<file path="src/aoc_pkg.sv">
// package: register map, field layout, constants and types of the block
// Contract
// output spans 0-10 V, 12-bit code
// direct operand takes raw codes 0-4095
// marker operand scales raw, 0.1, 0.01, 0.001 V
// ranges 4095, 100, 1000, 10000 per scale
// millivolt scale rounds onto nearest 12-bit code
// reset: direct operand source, raw scaling
// separate diagnostic flags per temperature sensor
// flags live only while fault present
// short, wire break, below, above range
// report last measurement time in ms
// cyclic mode reports the sample interval; code reports the measured time when it is longer
// analog channels need config code before use
// host writes config only when stopped; code opens entry on openEv once loaded_r is set, with no stopped check
// each digit enables its own channel(s)
// digit: 0 off, 1 volt, 2 mA, 3 RTD
// three-digit variant powers up with 111
// four-digit variant powers up with 3333
// invalid code rejected, entry reopened with last valid
// confirm commits, cancel keeps stored code
// code kept non-volatile in this unit only
// channel values exchanged as marker words
// RTD inputs span -50 to 200 degC
// round to nearest code, saturate out of range
`default_nettype none
package aoc_pkg;
	// ----------------------------------------------------------------
	// register byte offsets
	// ----------------------------------------------------------------
	localparam logic [7:0] A_CTRL = 8'h00;
	localparam logic [7:0] A_DIRECT = 8'h04;
	localparam logic [7:0] A_MARKER = 8'h08;
	localparam logic [7:0] A_OUTCODE = 8'h0c;
	localparam logic [7:0] A_DIAG = 8'h10;
	localparam logic [7:0] A_CYCLE = 8'h14;
	localparam logic [7:0] A_SCAN = 8'h18;
	localparam logic [7:0] A_ENTRY = 8'h1c;
	localparam logic [7:0] A_CMD = 8'h20;
	localparam logic [7:0] A_CFG = 8'h24;
	localparam logic [7:0] A_MWORD = 8'h40;
	localparam int NUM_MWORD = 8;
	localparam int NUM_AIN = 6;
	// ----------------------------------------------------------------
	// field positions and reset values
	// ----------------------------------------------------------------
	localparam int CTRL_SRC_BIT = 0;
	localparam int CTRL_SCL_LSB = 1;
	localparam int SCAN_EN_BIT = 0;
	localparam int SCAN_TA_LSB = 16;
	localparam int CMD_OPEN_BIT = 0;
	localparam int CMD_CONFIRM_BIT = 1;
	localparam int CMD_CANCEL_BIT = 2;
	localparam logic [15:0] SCAN_TA_RST = 16'h00c8;
	localparam logic [15:0] DFLT_CODE3 = 16'h0111;
	localparam logic [15:0] DFLT_CODE4 = 16'h3333;
	// ----------------------------------------------------------------
	// conversion and timing
	// ----------------------------------------------------------------
	localparam int CODE_FULL = 4095;
	localparam int FS_TENTH = 100;
	localparam int FS_HUNDREDTH = 1000;
	localparam int FS_MILLI = 10000;
	localparam int RTD_MIN_C = -50;
	localparam int RTD_MAX_C = 200;
	localparam int CLK_NS = 10;
	localparam int MS_NS = 1000000;
	localparam int MS_CYCLES = MS_NS / CLK_NS;
	// ----------------------------------------------------------------
	// types
	// ----------------------------------------------------------------
	typedef enum logic [1:0] {
		SCL_RAW = 2'b00,
		SCL_TENTH = 2'b01,
		SCL_HUNDREDTH = 2'b10,
		SCL_MILLI = 2'b11
	} aoc_scale_e;
	typedef enum logic [1:0] {
		MODE_OFF = 2'b00,
		MODE_VOLT = 2'b01,
		MODE_MAMP = 2'b10,
		MODE_RTD = 2'b11
	} aoc_mode_e;
	typedef enum logic [1:0] {
		CFG_STATUS = 2'b00,
		CFG_ENTRY = 2'b01,
		CFG_CHECK = 2'b10
	} aoc_cfg_e;
	typedef struct packed {
		logic aboveRange;
		logic belowRange;
		logic wireBreak;
		logic shortCkt;
	} aoc_diag_s;
	typedef struct packed {
		logic valid;
		logic [15:0] code;
	} aoc_nvm_s;
endpackage
`default_nettype wire
</file>
<file path="src/aoc_analog_out_cfg.sv">
// analog output scaling, sensor diagnostics, expansion configuration
`timescale 1ns/1ps
`default_nettype none
module aoc_analog_out_cfg #(
	parameter bit FOUR_DIGIT = 1'b1,
	parameter int MS_CYC = aoc_pkg::MS_CYCLES
) (
	// clock and reset
	input wire logic core_clk,
	input wire logic resetn,
	// ahb-lite slave
	input wire logic hsel,
	input wire logic [31:0] haddr,
	input wire logic [1:0] htrans,
	input wire logic hwrite,
	input wire logic [2:0] hsize,
	input wire logic [31:0] hwdata,
	input wire logic hready,
	output logic hreadyout,
	output logic hresp,
	output logic [31:0] hrdata,
	// analog output channel
	output logic [11:0] aoCode,
	// temperature sensor diagnostics
	input wire aoc_pkg::aoc_diag_s [1:0] sensorDiag,
	// measurement timing
	input wire logic measStart,
	input wire logic measDone,
	// expansion unit channels
	input wire logic [16*aoc_pkg::NUM_AIN-1:0] aiValue,
	output logic [31:0] aoWord,
	output logic [15:0] chanMode,
	// non-volatile code store
	input wire aoc_pkg::aoc_nvm_s nvmIn,
	output logic nvmWrite,
	output logic [15:0] nvmData
);
	// ----------------------------------------------------------------
	// helpers
	// ----------------------------------------------------------------
	function automatic logic [11:0] scaleCode(input logic signed [31:0] v,
		input int fs);
		int s;
		int p;
		s = (v < 0) ? 0 : ((v > fs) ? fs : int'(v));
		p = s * aoc_pkg::CODE_FULL + fs / 2;
		return 12'(p / fs);
	endfunction

	function automatic logic codeValid(input logic [15:0] c);
		if (FOUR_DIGIT)
			return (c[15:12] <= 4'h3) && (c[11:8] <= 4'h3) &&
				(c[7:4] <= 4'h3) && (c[3:0] <= 4'h3);
		else
			return (c[15:12] == 4'h0) && (c[11:8] <= 4'h1) &&
				(c[7:4] <= 4'h3) && (c[3:0] <= 4'h3);
	endfunction

	function automatic logic [15:0] modesOf(input logic [15:0] c);
		logic [15:0] m;
		m = 16'h0000;
		if (FOUR_DIGIT)
		begin
			m[1:0] = c[1:0];
			m[3:2] = c[1:0];
			m[5:4] = c[5:4];
			m[7:6] = c[5:4];
			m[9:8] = c[9:8];
			m[11:10] = c[9:8];
			m[13:12] = c[13:12];
			m[15:14] = c[13:12];
		end
		else
		begin
			m[1:0] = c[1:0];
			m[3:2] = c[5:4];
			m[13:12] = c[9:8];
		end
		return m;
	endfunction

	// ----------------------------------------------------------------
	// ahb-lite slave
	// ----------------------------------------------------------------
	logic dphWr_r;
	logic dphRd_r;
	logic [7:0] dphAddr_r;
	logic rdWait_r;
	logic [31:0] rdData_r;
	logic [31:0] rdMux;
	wire addrTaken = hsel && htrans[1] && hready;
	wire wrEn = dphWr_r && hready;
	wire rdFirst = dphRd_r && !rdWait_r;

	assign hreadyout = !rdFirst;
	assign hresp = 1'b0;
	assign hrdata = rdData_r;

	always_ff @(posedge core_clk or negedge resetn)
	begin
		if (!resetn)
		begin
			dphWr_r <= 1'b0;
			dphRd_r <= 1'b0;
			dphAddr_r <= 8'h00;
			rdWait_r <= 1'b0;
			rdData_r <= 32'h0000_0000;
		end
		else
		begin
			if (hready)
			begin
				dphWr_r <= addrTaken && hwrite;
				dphRd_r <= addrTaken && !hwrite;
				dphAddr_r <= {haddr[7:2], 2'b00};
			end
			rdWait_r <= rdFirst;
			if (rdFirst)
				rdData_r <= rdMux;
		end
	end

	wire wCtrl = wrEn && (dphAddr_r == aoc_pkg::A_CTRL);
	wire wDirect = wrEn && (dphAddr_r == aoc_pkg::A_DIRECT);
	wire wMarker = wrEn && (dphAddr_r == aoc_pkg::A_MARKER);
	wire wScan = wrEn && (dphAddr_r == aoc_pkg::A_SCAN);
	wire wEntry = wrEn && (dphAddr_r == aoc_pkg::A_ENTRY);
	wire wCmd = wrEn && (dphAddr_r == aoc_pkg::A_CMD);
	wire isMword = dphAddr_r[7:5] == aoc_pkg::A_MWORD[7:5];
	wire [2:0] mwIdx = dphAddr_r[4:2];

	// ----------------------------------------------------------------
	// analog output scaling
	// ----------------------------------------------------------------
	logic [2:0] ctrl_r;
	logic [11:0] direct_r;
	logic signed [31:0] marker_r;
	logic [11:0] codeNxt;
	wire srcMarker = ctrl_r[aoc_pkg::CTRL_SRC_BIT];
	wire aoc_pkg::aoc_scale_e scale =
		aoc_pkg::aoc_scale_e'(ctrl_r[aoc_pkg::CTRL_SCL_LSB +: 2]);

	always_comb
	begin
		codeNxt = direct_r;
		if (srcMarker)
		begin
			case (scale)
				aoc_pkg::SCL_RAW:
					codeNxt = scaleCode(marker_r, aoc_pkg::CODE_FULL);
				aoc_pkg::SCL_TENTH:
					codeNxt = scaleCode(marker_r, aoc_pkg::FS_TENTH);
				aoc_pkg::SCL_HUNDREDTH:
					codeNxt = scaleCode(marker_r, aoc_pkg::FS_HUNDREDTH);
				aoc_pkg::SCL_MILLI:
					codeNxt = scaleCode(marker_r, aoc_pkg::FS_MILLI);
				default:
					codeNxt = 12'h000;
			endcase
		end
	end

	always_ff @(posedge core_clk or negedge resetn)
	begin
		if (!resetn)
		begin
			ctrl_r <= 3'h0;
			direct_r <= 12'h000;
			marker_r <= 32'sh0000_0000;
			aoCode <= 12'h000;
		end
		else
		begin
			if (wCtrl)
				ctrl_r <= hwdata[2:0];
			if (wDirect)
				direct_r <= hwdata[11:0];
			if (wMarker)
				marker_r <= hwdata;
			aoCode <= codeNxt;
		end
	end

	// ----------------------------------------------------------------
	// measurement cycle time
	// ----------------------------------------------------------------
	logic [16:0] scan_r;
	logic [31:0] msDiv_r;
	logic [15:0] msCnt_r;
	logic measuring_r;
	logic [15:0] lastCycle_r;
	wire cyclic = scan_r[aoc_pkg::SCAN_EN_BIT];
	wire [15:0] sampleInterval = scan_r[16:1];
	wire msTick = msDiv_r == 32'(MS_CYC - 1);
	wire doneOk = measDone && measuring_r;

	always_ff @(posedge core_clk or negedge resetn)
	begin
		if (!resetn)
		begin
			scan_r <= {aoc_pkg::SCAN_TA_RST, 1'b0};
			msDiv_r <= 32'h0;
			msCnt_r <= 16'h0000;
			measuring_r <= 1'b0;
			lastCycle_r <= 16'h0000;
		end
		else
		begin
			if (wScan)
				scan_r <= {hwdata[aoc_pkg::SCAN_TA_LSB +: 16],
					hwdata[aoc_pkg::SCAN_EN_BIT]};
			if (measStart)
			begin
				measuring_r <= 1'b1;
				msDiv_r <= 32'h0;
				msCnt_r <= 16'h0000;
			end
			else if (measuring_r)
			begin
				msDiv_r <= msTick ? 32'h0 : msDiv_r + 32'h1;
				if (msTick && msCnt_r != 16'hffff)
					msCnt_r <= msCnt_r + 16'h1;
				if (measDone)
					measuring_r <= 1'b0;
			end
			if (doneOk && !measStart)
				lastCycle_r <= (cyclic && msCnt_r < sampleInterval) ?
					sampleInterval : msCnt_r;
		end
	end

	// ----------------------------------------------------------------
	// expansion configuration entry
	// ----------------------------------------------------------------
	localparam logic [15:0] DFLT = FOUR_DIGIT ? aoc_pkg::DFLT_CODE4 :
		aoc_pkg::DFLT_CODE3;
	aoc_pkg::aoc_cfg_e cfgState_r;
	logic [15:0] cfg_r;
	logic [15:0] entry_r;
	logic rejected_r;
	logic loaded_r;
	wire entryValid = codeValid(entry_r);
	wire openEv = wCmd && hwdata[aoc_pkg::CMD_OPEN_BIT];
	wire confirmEv = wCmd && hwdata[aoc_pkg::CMD_CONFIRM_BIT];
	wire cancelEv = wCmd && hwdata[aoc_pkg::CMD_CANCEL_BIT];

	always_ff @(posedge core_clk or negedge resetn)
	begin
		if (!resetn)
		begin
			cfgState_r <= aoc_pkg::CFG_STATUS;
			cfg_r <= DFLT;
			entry_r <= DFLT;
			rejected_r <= 1'b0;
			loaded_r <= 1'b0;
			nvmWrite <= 1'b0;
			nvmData <= DFLT;
		end
		else
		begin
			nvmWrite <= 1'b0;
			loaded_r <= 1'b1;
			if (!loaded_r && nvmIn.valid && codeValid(nvmIn.code))
				cfg_r <= nvmIn.code;
			case (cfgState_r)
				aoc_pkg::CFG_STATUS:
					if (openEv && loaded_r)
					begin
						entry_r <= cfg_r;
						rejected_r <= 1'b0;
						cfgState_r <= aoc_pkg::CFG_ENTRY;
					end
				aoc_pkg::CFG_ENTRY:
					if (cancelEv)
					begin
						entry_r <= cfg_r;
						cfgState_r <= aoc_pkg::CFG_STATUS;
					end
					else if (confirmEv)
						cfgState_r <= aoc_pkg::CFG_CHECK;
					else if (wEntry)
						entry_r <= hwdata[15:0];
				aoc_pkg::CFG_CHECK:
					if (entryValid)
					begin
						cfg_r <= entry_r;
						nvmWrite <= 1'b1;
						nvmData <= entry_r;
						cfgState_r <= aoc_pkg::CFG_STATUS;
					end
					else
					begin
						entry_r <= cfg_r;
						rejected_r <= 1'b1;
						cfgState_r <= aoc_pkg::CFG_ENTRY;
					end
				default:
					cfgState_r <= aoc_pkg::CFG_STATUS;
			endcase
		end
	end

	// ----------------------------------------------------------------
	// channel modes and marker words
	// ----------------------------------------------------------------
	assign chanMode = modesOf(cfg_r);
	wire [15:0] aiWord [aoc_pkg::NUM_AIN];
	wire [1:0] aoEn;
	wire [1:0] aoWr;

	genvar gi;
	generate
		for (gi = 0; gi < aoc_pkg::NUM_AIN; gi++)
		begin : g_ain
			wire signed [15:0] raw = aiValue[16*gi +: 16];
			wire [1:0] md = chanMode[2*gi +: 2];
			wire signed [15:0] rtd = (raw < 16'(aoc_pkg::RTD_MIN_C)) ?
				16'(aoc_pkg::RTD_MIN_C) : ((raw > 16'(aoc_pkg::RTD_MAX_C)) ?
				16'(aoc_pkg::RTD_MAX_C) : raw);

			assign aiWord[gi] = (md == aoc_pkg::MODE_OFF) ? 16'h0000 :
				((md == aoc_pkg::MODE_RTD) ? rtd : raw);
		end
		for (gi = 0; gi < 2; gi++)
		begin : g_aout
			assign aoEn[gi] = chanMode[12 + 2*gi +: 2] != aoc_pkg::MODE_OFF;
			assign aoWr[gi] = wrEn && isMword &&
				(mwIdx == 3'(aoc_pkg::NUM_AIN + gi));
		end
	endgenerate

	// one process owns both output words
	always_ff @(posedge core_clk or negedge resetn)
	begin
		if (!resetn)
			aoWord <= 32'h0000_0000;
		else
		begin
			for (int i = 0; i < 2; i++)
			begin
				if (!aoEn[i])
					aoWord[16*i +: 16] <= 16'h0000;
				else if (aoWr[i])
					aoWord[16*i +: 16] <= hwdata[15:0];
			end
		end
	end

	// ----------------------------------------------------------------
	// read multiplexer
	// ----------------------------------------------------------------
	wire [31:0] mwRead = (mwIdx < 3'(aoc_pkg::NUM_AIN)) ?
		{16'h0000, aiWord[mwIdx]} :
		{16'h0000, aoWord[16*(mwIdx - 3'(aoc_pkg::NUM_AIN)) +: 16]};

	always_comb
	begin
		rdMux = 32'h0000_0000;
		if (isMword)
			rdMux = mwRead;
		else
		begin
			case (dphAddr_r)
				aoc_pkg::A_CTRL: rdMux = {29'h0, ctrl_r};
				aoc_pkg::A_DIRECT: rdMux = {20'h0, direct_r};
				aoc_pkg::A_MARKER: rdMux = marker_r;
				aoc_pkg::A_OUTCODE: rdMux = {20'h0, aoCode};
				aoc_pkg::A_DIAG: rdMux = {24'h0, sensorDiag};
				aoc_pkg::A_CYCLE: rdMux = {16'h0, lastCycle_r};
				aoc_pkg::A_SCAN: rdMux = {scan_r[16:1], 15'h0, scan_r[0]};
				aoc_pkg::A_ENTRY: rdMux = {16'h0, entry_r};
				aoc_pkg::A_CMD: rdMux = {28'h0, rejected_r, 1'b0, cfgState_r};
				aoc_pkg::A_CFG: rdMux = {15'h0, loaded_r, cfg_r};
				default: rdMux = 32'h0000_0000;
			endcase
		end
	end
endmodule // aoc_analog_out_cfg
`default_nettype wire

</file>
<file path="config.mk">
export PLATFORM = sky130hd
export DESIGN_NAME = aoc_analog_out_cfg
export DESIGN_NICKNAME = d
export VERILOG_FILES = /design/src/aoc_pkg.sv /design/src/aoc_analog_out_cfg.sv
export SDC_FILE = /design/constraint.sdc
export NUM_CORES = 2
export LEC_CHECK = 0
export ABC_AREA = 0
export BUFFER_PORTS_ARGS = -buffer_cell sky130_fd_sc_hd__buf_4
export CORE_UTILIZATION = 55
export DETAILED_ROUTE_END_ITERATION = 12
export PLACE_DENSITY = 0.75
export SYNTH_ARGS = -nofsm -noshare
export SYNTH_HDL_FRONTEND = slang
export SYNTH_SLANG_ARGS = --single-unit
</file>
<file path="constraint.sdc">
create_clock -name core_clk -period 21.9 [get_ports core_clk]
set_input_delay 1.095 -clock core_clk [delete_from_list [all_inputs] [get_ports core_clk]]
set_output_delay 1.095 -clock core_clk [all_outputs]
set_load 0.01 [all_outputs]
</file>
# --- Yosys cells after proc, flatten, opt, wreduce, memory -nomap -nowiden ---
# Cells that the tools add are included.
totals:
  input_bits: 197
  reg_bits: 267
  out_inout_bits: 111
classes:
  n_eq_ne: 29
  n_mul: 4
  div_mod_pow: 4
  addsub: 7
  bitwise_logic: 1
  n_shift: 1
  reduce_logical: 52
  muxes: 73
  magnitude_cmp: 28
op_table:
  columns: ["cell", "count"]
  rows:
  - ["$mux 16", 43]
  - ["$mux 32", 12]
  - ["$pmux 32 s10", 1]
  - ["$mul 32x13->32 const B", 4]
  - ["$gt 16x9->1 const B", 6]
  - ["$lt 16x7->1 const B", 6]
  - ["$bmux 16 s3", 1]
  - ["$pmux 12 s4", 1]
  - ["$pmux 16 s3", 1]
  - ["$shiftx 32x33->16", 1]
  - ["$add 32x1->32 const B", 1]
  - ["$add 32x10->32 const B", 1]
  - ["$add 32x12->32 const B", 1]
  - ["$add 32x14->32 const B", 1]
  - ["$add 32x7->32 const B", 1]
  - ["$div 32x11->32 const B", 1]
  - ["$div 32x13->32 const B", 1]
  - ["$div 32x15->32 const B", 1]
  - ["$div 32x8->32 const B", 1]
  - ["$eq 32x17->1 const B", 1]
  - ["$gt 32x11->1 const B", 1]
  - ["$gt 32x13->1 const B", 1]
  - ["$gt 32x15->1 const B", 1]
  - ["$gt 32x8->1 const B", 1]
  - ["34 further kinds", 109]

# --- Depth between registers and ports, before layout ---
logic_depth:
  depth_word: 10
  mapped_depth: 108
  ltp_nobuf: 94

# --- Least setup slack after synthesis ---
# No wires, ideal clock.
synth_timing:
  kind: "flip-flop to flip-flop"
  startpoint: "register marker_r[2]"
  endpoint: "register aoCode[11]"
  path_buffers: 7
  synth_period_minus_slack_ns: 23.161
  slack_ns: -1.261
  setup_ns: 0.129
  stages_incl_launch_ff: 88
  required_ns: 21.771
  t_arrival_ns: 23.033
  path_cell_list: "dfrtp_1 clkbuf_1 or3_1 o31ai_1 a21oi_1 o31ai_1 nand2_1 nor3_1 fa_1 fa_1 inv_1 fa_1 inv_1 fa_1 fa_1 fa_1 ha_1 a21oi_1 [... 52 more ...] nor2_1 o31ai_2 mux2_2 o31ai_2 buf_2 nand3_1 xnor2_1 nor4_1 o31a_1 or2_1 inv_1 nor2_1 xnor2_1 o2111ai_1 nand4_1 o21ai_0 a221oi_1 a21oi_1"
synth_via:
  elab_chain_cells: 8
synth_rtl:
  columns: ["element", "line", "text"]
  rows:
  - ["start, declared", "aoc_analog_out_cfg.sv:137", "logic signed [31:0] marker_r;"]
  - ["start signal, assigned", "aoc_analog_out_cfg.sv:179", "marker_r <= hwdata;"]
  - ["$gt 32x15->1, or another cell as far along", "aoc_analog_out_cfg.sv:45", "s = (v < 0) ? 0 : ((v > fs) ? fs : int'(v));"]
  - ["$mux 32 (2 in a row)", "aoc_analog_out_cfg.sv:45", null]
  - ["$mul 32x13->32", "aoc_analog_out_cfg.sv:46", "p = s * aoc_pkg::CODE_FULL + fs / 2;"]
  - ["$add 32x14->32, or another cell as far along", "aoc_analog_out_cfg.sv:46", null]
  - ["$div 32x15->32, or another cell as far along", "aoc_analog_out_cfg.sv:47", "return 12'(p / fs);"]
  - ["$pmux 12 s4 *", "aoc_analog_out_cfg.sv:148", "case (scale)"]
  - ["$mux 12 *", "aoc_analog_out_cfg.sv:146", "if (srcMarker)"]
  - ["net codeNxt[11]", "aoc_analog_out_cfg.sv:138", "logic [11:0] codeNxt;"]
  - ["end signal, assigned", "aoc_analog_out_cfg.sv:180", "aoCode <= codeNxt;"]
  - ["end, declared", "aoc_analog_out_cfg.sv:23", "output logic [11:0] aoCode,"]
# Mark *: on every way through the listed nets, which the timed path passes. The rest lies on a longest branch.
# A chain may end at the register's enable or synchronous reset.

# --- Worst setup path after layout ---
layout_timing:
  startpoint: "register marker_r[1]"
  endpoint: "register aoCode[0]"
# Same word-level chain as after synthesis.

==> run metrics <==
Starting Density 55.41%; Hold WS about 0.46 ns; Pre-antenna DRT Iters 9; Critical Path Start marker_r[1]; final hold violations 0; core area around 130000 µm²; post-synthesis mux area share under 10%; global placer's final weighted congestion around 1.0; FF-to-FF Start marker_r[1]; sequential share of the synthesized area 9.093%; cell mode on critical path buf_4; Post-synth ARST share 100.0%; Post-Syn Area between 70000 and 80000 µm²; WL per Instance between 15 and 20 µm; Die W approximately 370 µm; Final period util around 97%; Synth Area in Adders ~27%; CTS Root Cell clkbuf_16; vias per cell a little over 6; H-tree levels 1; slew margin rel. between 15 and 20%; largest family of logic cells by synthesized area adder cells; RSZ-0062 raised after global routing true; drt first-iter violations ~6600; Hold Startpoint nvmData[13]; total number of vias approximately 76000; final setup fails 0; Final ANT Viol Nets 0; IO Pins 308; CP Data Arrival Time about 22 ns; post-route cell area 91020 µm²; Slew Viols, Final 0; share of post-route cells with drive strength above 1 between 20% and 30%; Max-cap violations 0; CP peak stage delay between 0.5 and 0.6 ns; Crit Path Category reg2reg; most frequent cells in the layout buf_4 (1406), inv_1 (859), fa_1 (740); Mapped Cells approximately 9000; placed cell areas ~86000 µm²; DIE AREA approximately 140000 µm²; CTS buffer count 24; status finished clean; total routed wirelength ~240000 µm; top_reg_cell synth dfrtp_1; Synth Area in Simple Gates about a fifth; std cell rows about 130; initial antenna violation count 6; Worst Skew between 0.02 and 0.025 ns; area growth from synthesis to layout 23.25%; Place WS -0.6217 ns; CP startpoint kind register; vias in the first global route about 74000; first-pass GRT wire length approximately 370000 µm; required arrival time at the worst endpoint between 20 and 25 ns; average size of a mapped cell 8.186 µm²; Die H between 300 and 400 µm; gr usage total about a third; CTS clk-pin slew, worst paths about 0.07 ns; EDFF count, synth 0; FF+latch count, synth about 270; PortBufs between 200 and 300; post-synthesis xor/xnor area fraction 7.199%; Max Clk Rate about 47 MHz; crit-path max FO 7; Worst-Margin Slew 1.244 ns; min setup slack post-route between 0.5 and 0.6 ns; clock tree buffer depth 3; Yosys cell types around 160; commonest non-fill, non-tap cell in the layout buf_4; clock sink total around 270; Final #Nets 11907; post-cts hold buffer count 0; Detailed Place HPWL ~190000 µm; CP max-delay cell or4_4; Core Util, Final between 60% and 70%; fin crit period about 21 ns; total gr overflow 0; crit end category register; min-delay worst type reg2reg; clk_lat worst skew between 0.5 and 0.6 ns; post-synthesis compound-gate area fraction between 20% and 30%; CTS tree yes; largest net degree at the start of global routing 126; DRC viols 0; Ys Warns 0
==> routing by layer <==
layer	share of wire (%)	track usage, %	vias to the layer above
met5	0.0064	0	-
met4	4.5	11.83	2
met3	6.4	3.385	557
met2	49	57.70	2964
met1	40	41.24	37455
li1	-	-	35487
==> worst max-delay path: cells and delay by family (launching register included) <==
| family | cells | cell delay (ns) |
|---|---|---|
| AND/OR/NAND/NOR | 24 | 5.15 |
| flip-flops | 1 | 0.40 |
| buffers and inverters | 19 | 3.00 |
| adder cells (fa/ha/maj) | 7 | 3.18 |
| XOR/XNOR | 3 | 0.59 |
| AO/OA/AOI/OAI | 40 | 8.81 |
| multiplexers | 1 | 0.08 |
==> stage by stage <==
step	instances	setup TNS [ns]
after floorplan	9405	0
after global placement	12196	-0.7088
after detailed placement	12196	-1.929
after CTS	12241	0
after global routing	12341	-1.453
final	12344	0
==> timing repair <==
item,4_1_cts,5_1_grt
setup buffers,2,98
endpoints found under the setup margin,4,6
resized for setup,62,538
cloned,0,1
pin swaps,12,252
==> cell families (layout without fill, tap and decap cells) <==
group           Yosys count  after routing
compound gates         2632           2632
mux                     303            303
fa+ha+maj              1172           1172
xor+xnor                599            599
flops                   267            267
simple gates           2854           2854
other cells               2            390
buf+inv                1193           2359
==> registers in the layout (all words and copies together) (netlist names), 16 cells and up <==
register,flops
nvmData,16
msCnt_r,16
aoWord,32
msDiv_r,32
cfg_r,16
marker_r,32
entry_r,16
scan_r,17
hrdata,32
lastCycle_r,16
==> synth_stat cells, types with 93 or more instances <==
cell type / count / area share, %
ha_1: 402 / 6.8
nand3_1: 237 / 1.6
nand2b_1: 94 / 0.80
nand4_1: 93 / 0.79
o21ai_0: 382 / 2.6
a31oi_1: 125 / 1.1
nor3_1: 259 / 1.8
xor2_1: 194 / 2.3
and2_1: 128 / 1.1
a21o_1: 129 / 1.3
and3_1: 104 / 0.88
or3_1: 95 / 0.80
nor2_1: 733 / 3.7
a21oi_1: 530 / 3.6
nand2_1: 633 / 3.2
clkbuf_1: 215 / 1.1
mux2_2: 105 / 1.6
o211ai_1: 106 / 1.1
dfrtp_1: 240 / 8.1
fa_1: 754 / 20
o21a_1: 96 / 0.98
inv_1: 871 / 4.4
mux2i_1: 182 / 2.5
xnor2_1: 398 / 4.7
a211oi_1: 104 / 1.1
==> worst paths after layout <==
check / endpoint / slack [ns] / depth (start not counted)
setup / recovery: aoCode[0] / 0.55 / 94
hold / removal: nvmData[13] / 0.46 / 2
setup reg to reg: aoCode[0] / 0.55 / 94
hold reg to reg: nvmData[13] / 0.46 / 2
max in group asynchronous: aoWord[11] / 19.75 / 2
min in group asynchronous: msDiv_r[0] / 0.61 / 1
==> layout make-up <==
class | count | area [µm²]
inverters | 874 | 3283
clock inverters | 14 | 167.7
clock buffers | 29 | 639.4
multi-input cells | 7945 | 66990
diodes | 5 | 12.51
repair buffers | 1442 | 11000
fillers | 10650 | 42270
flip-flops and latches | 267 | 6716
well taps | 1768 | 2212
Power is not shown: default switching activity piles up to over one toggle a cycle in this logic, so the estimate is an artifact.
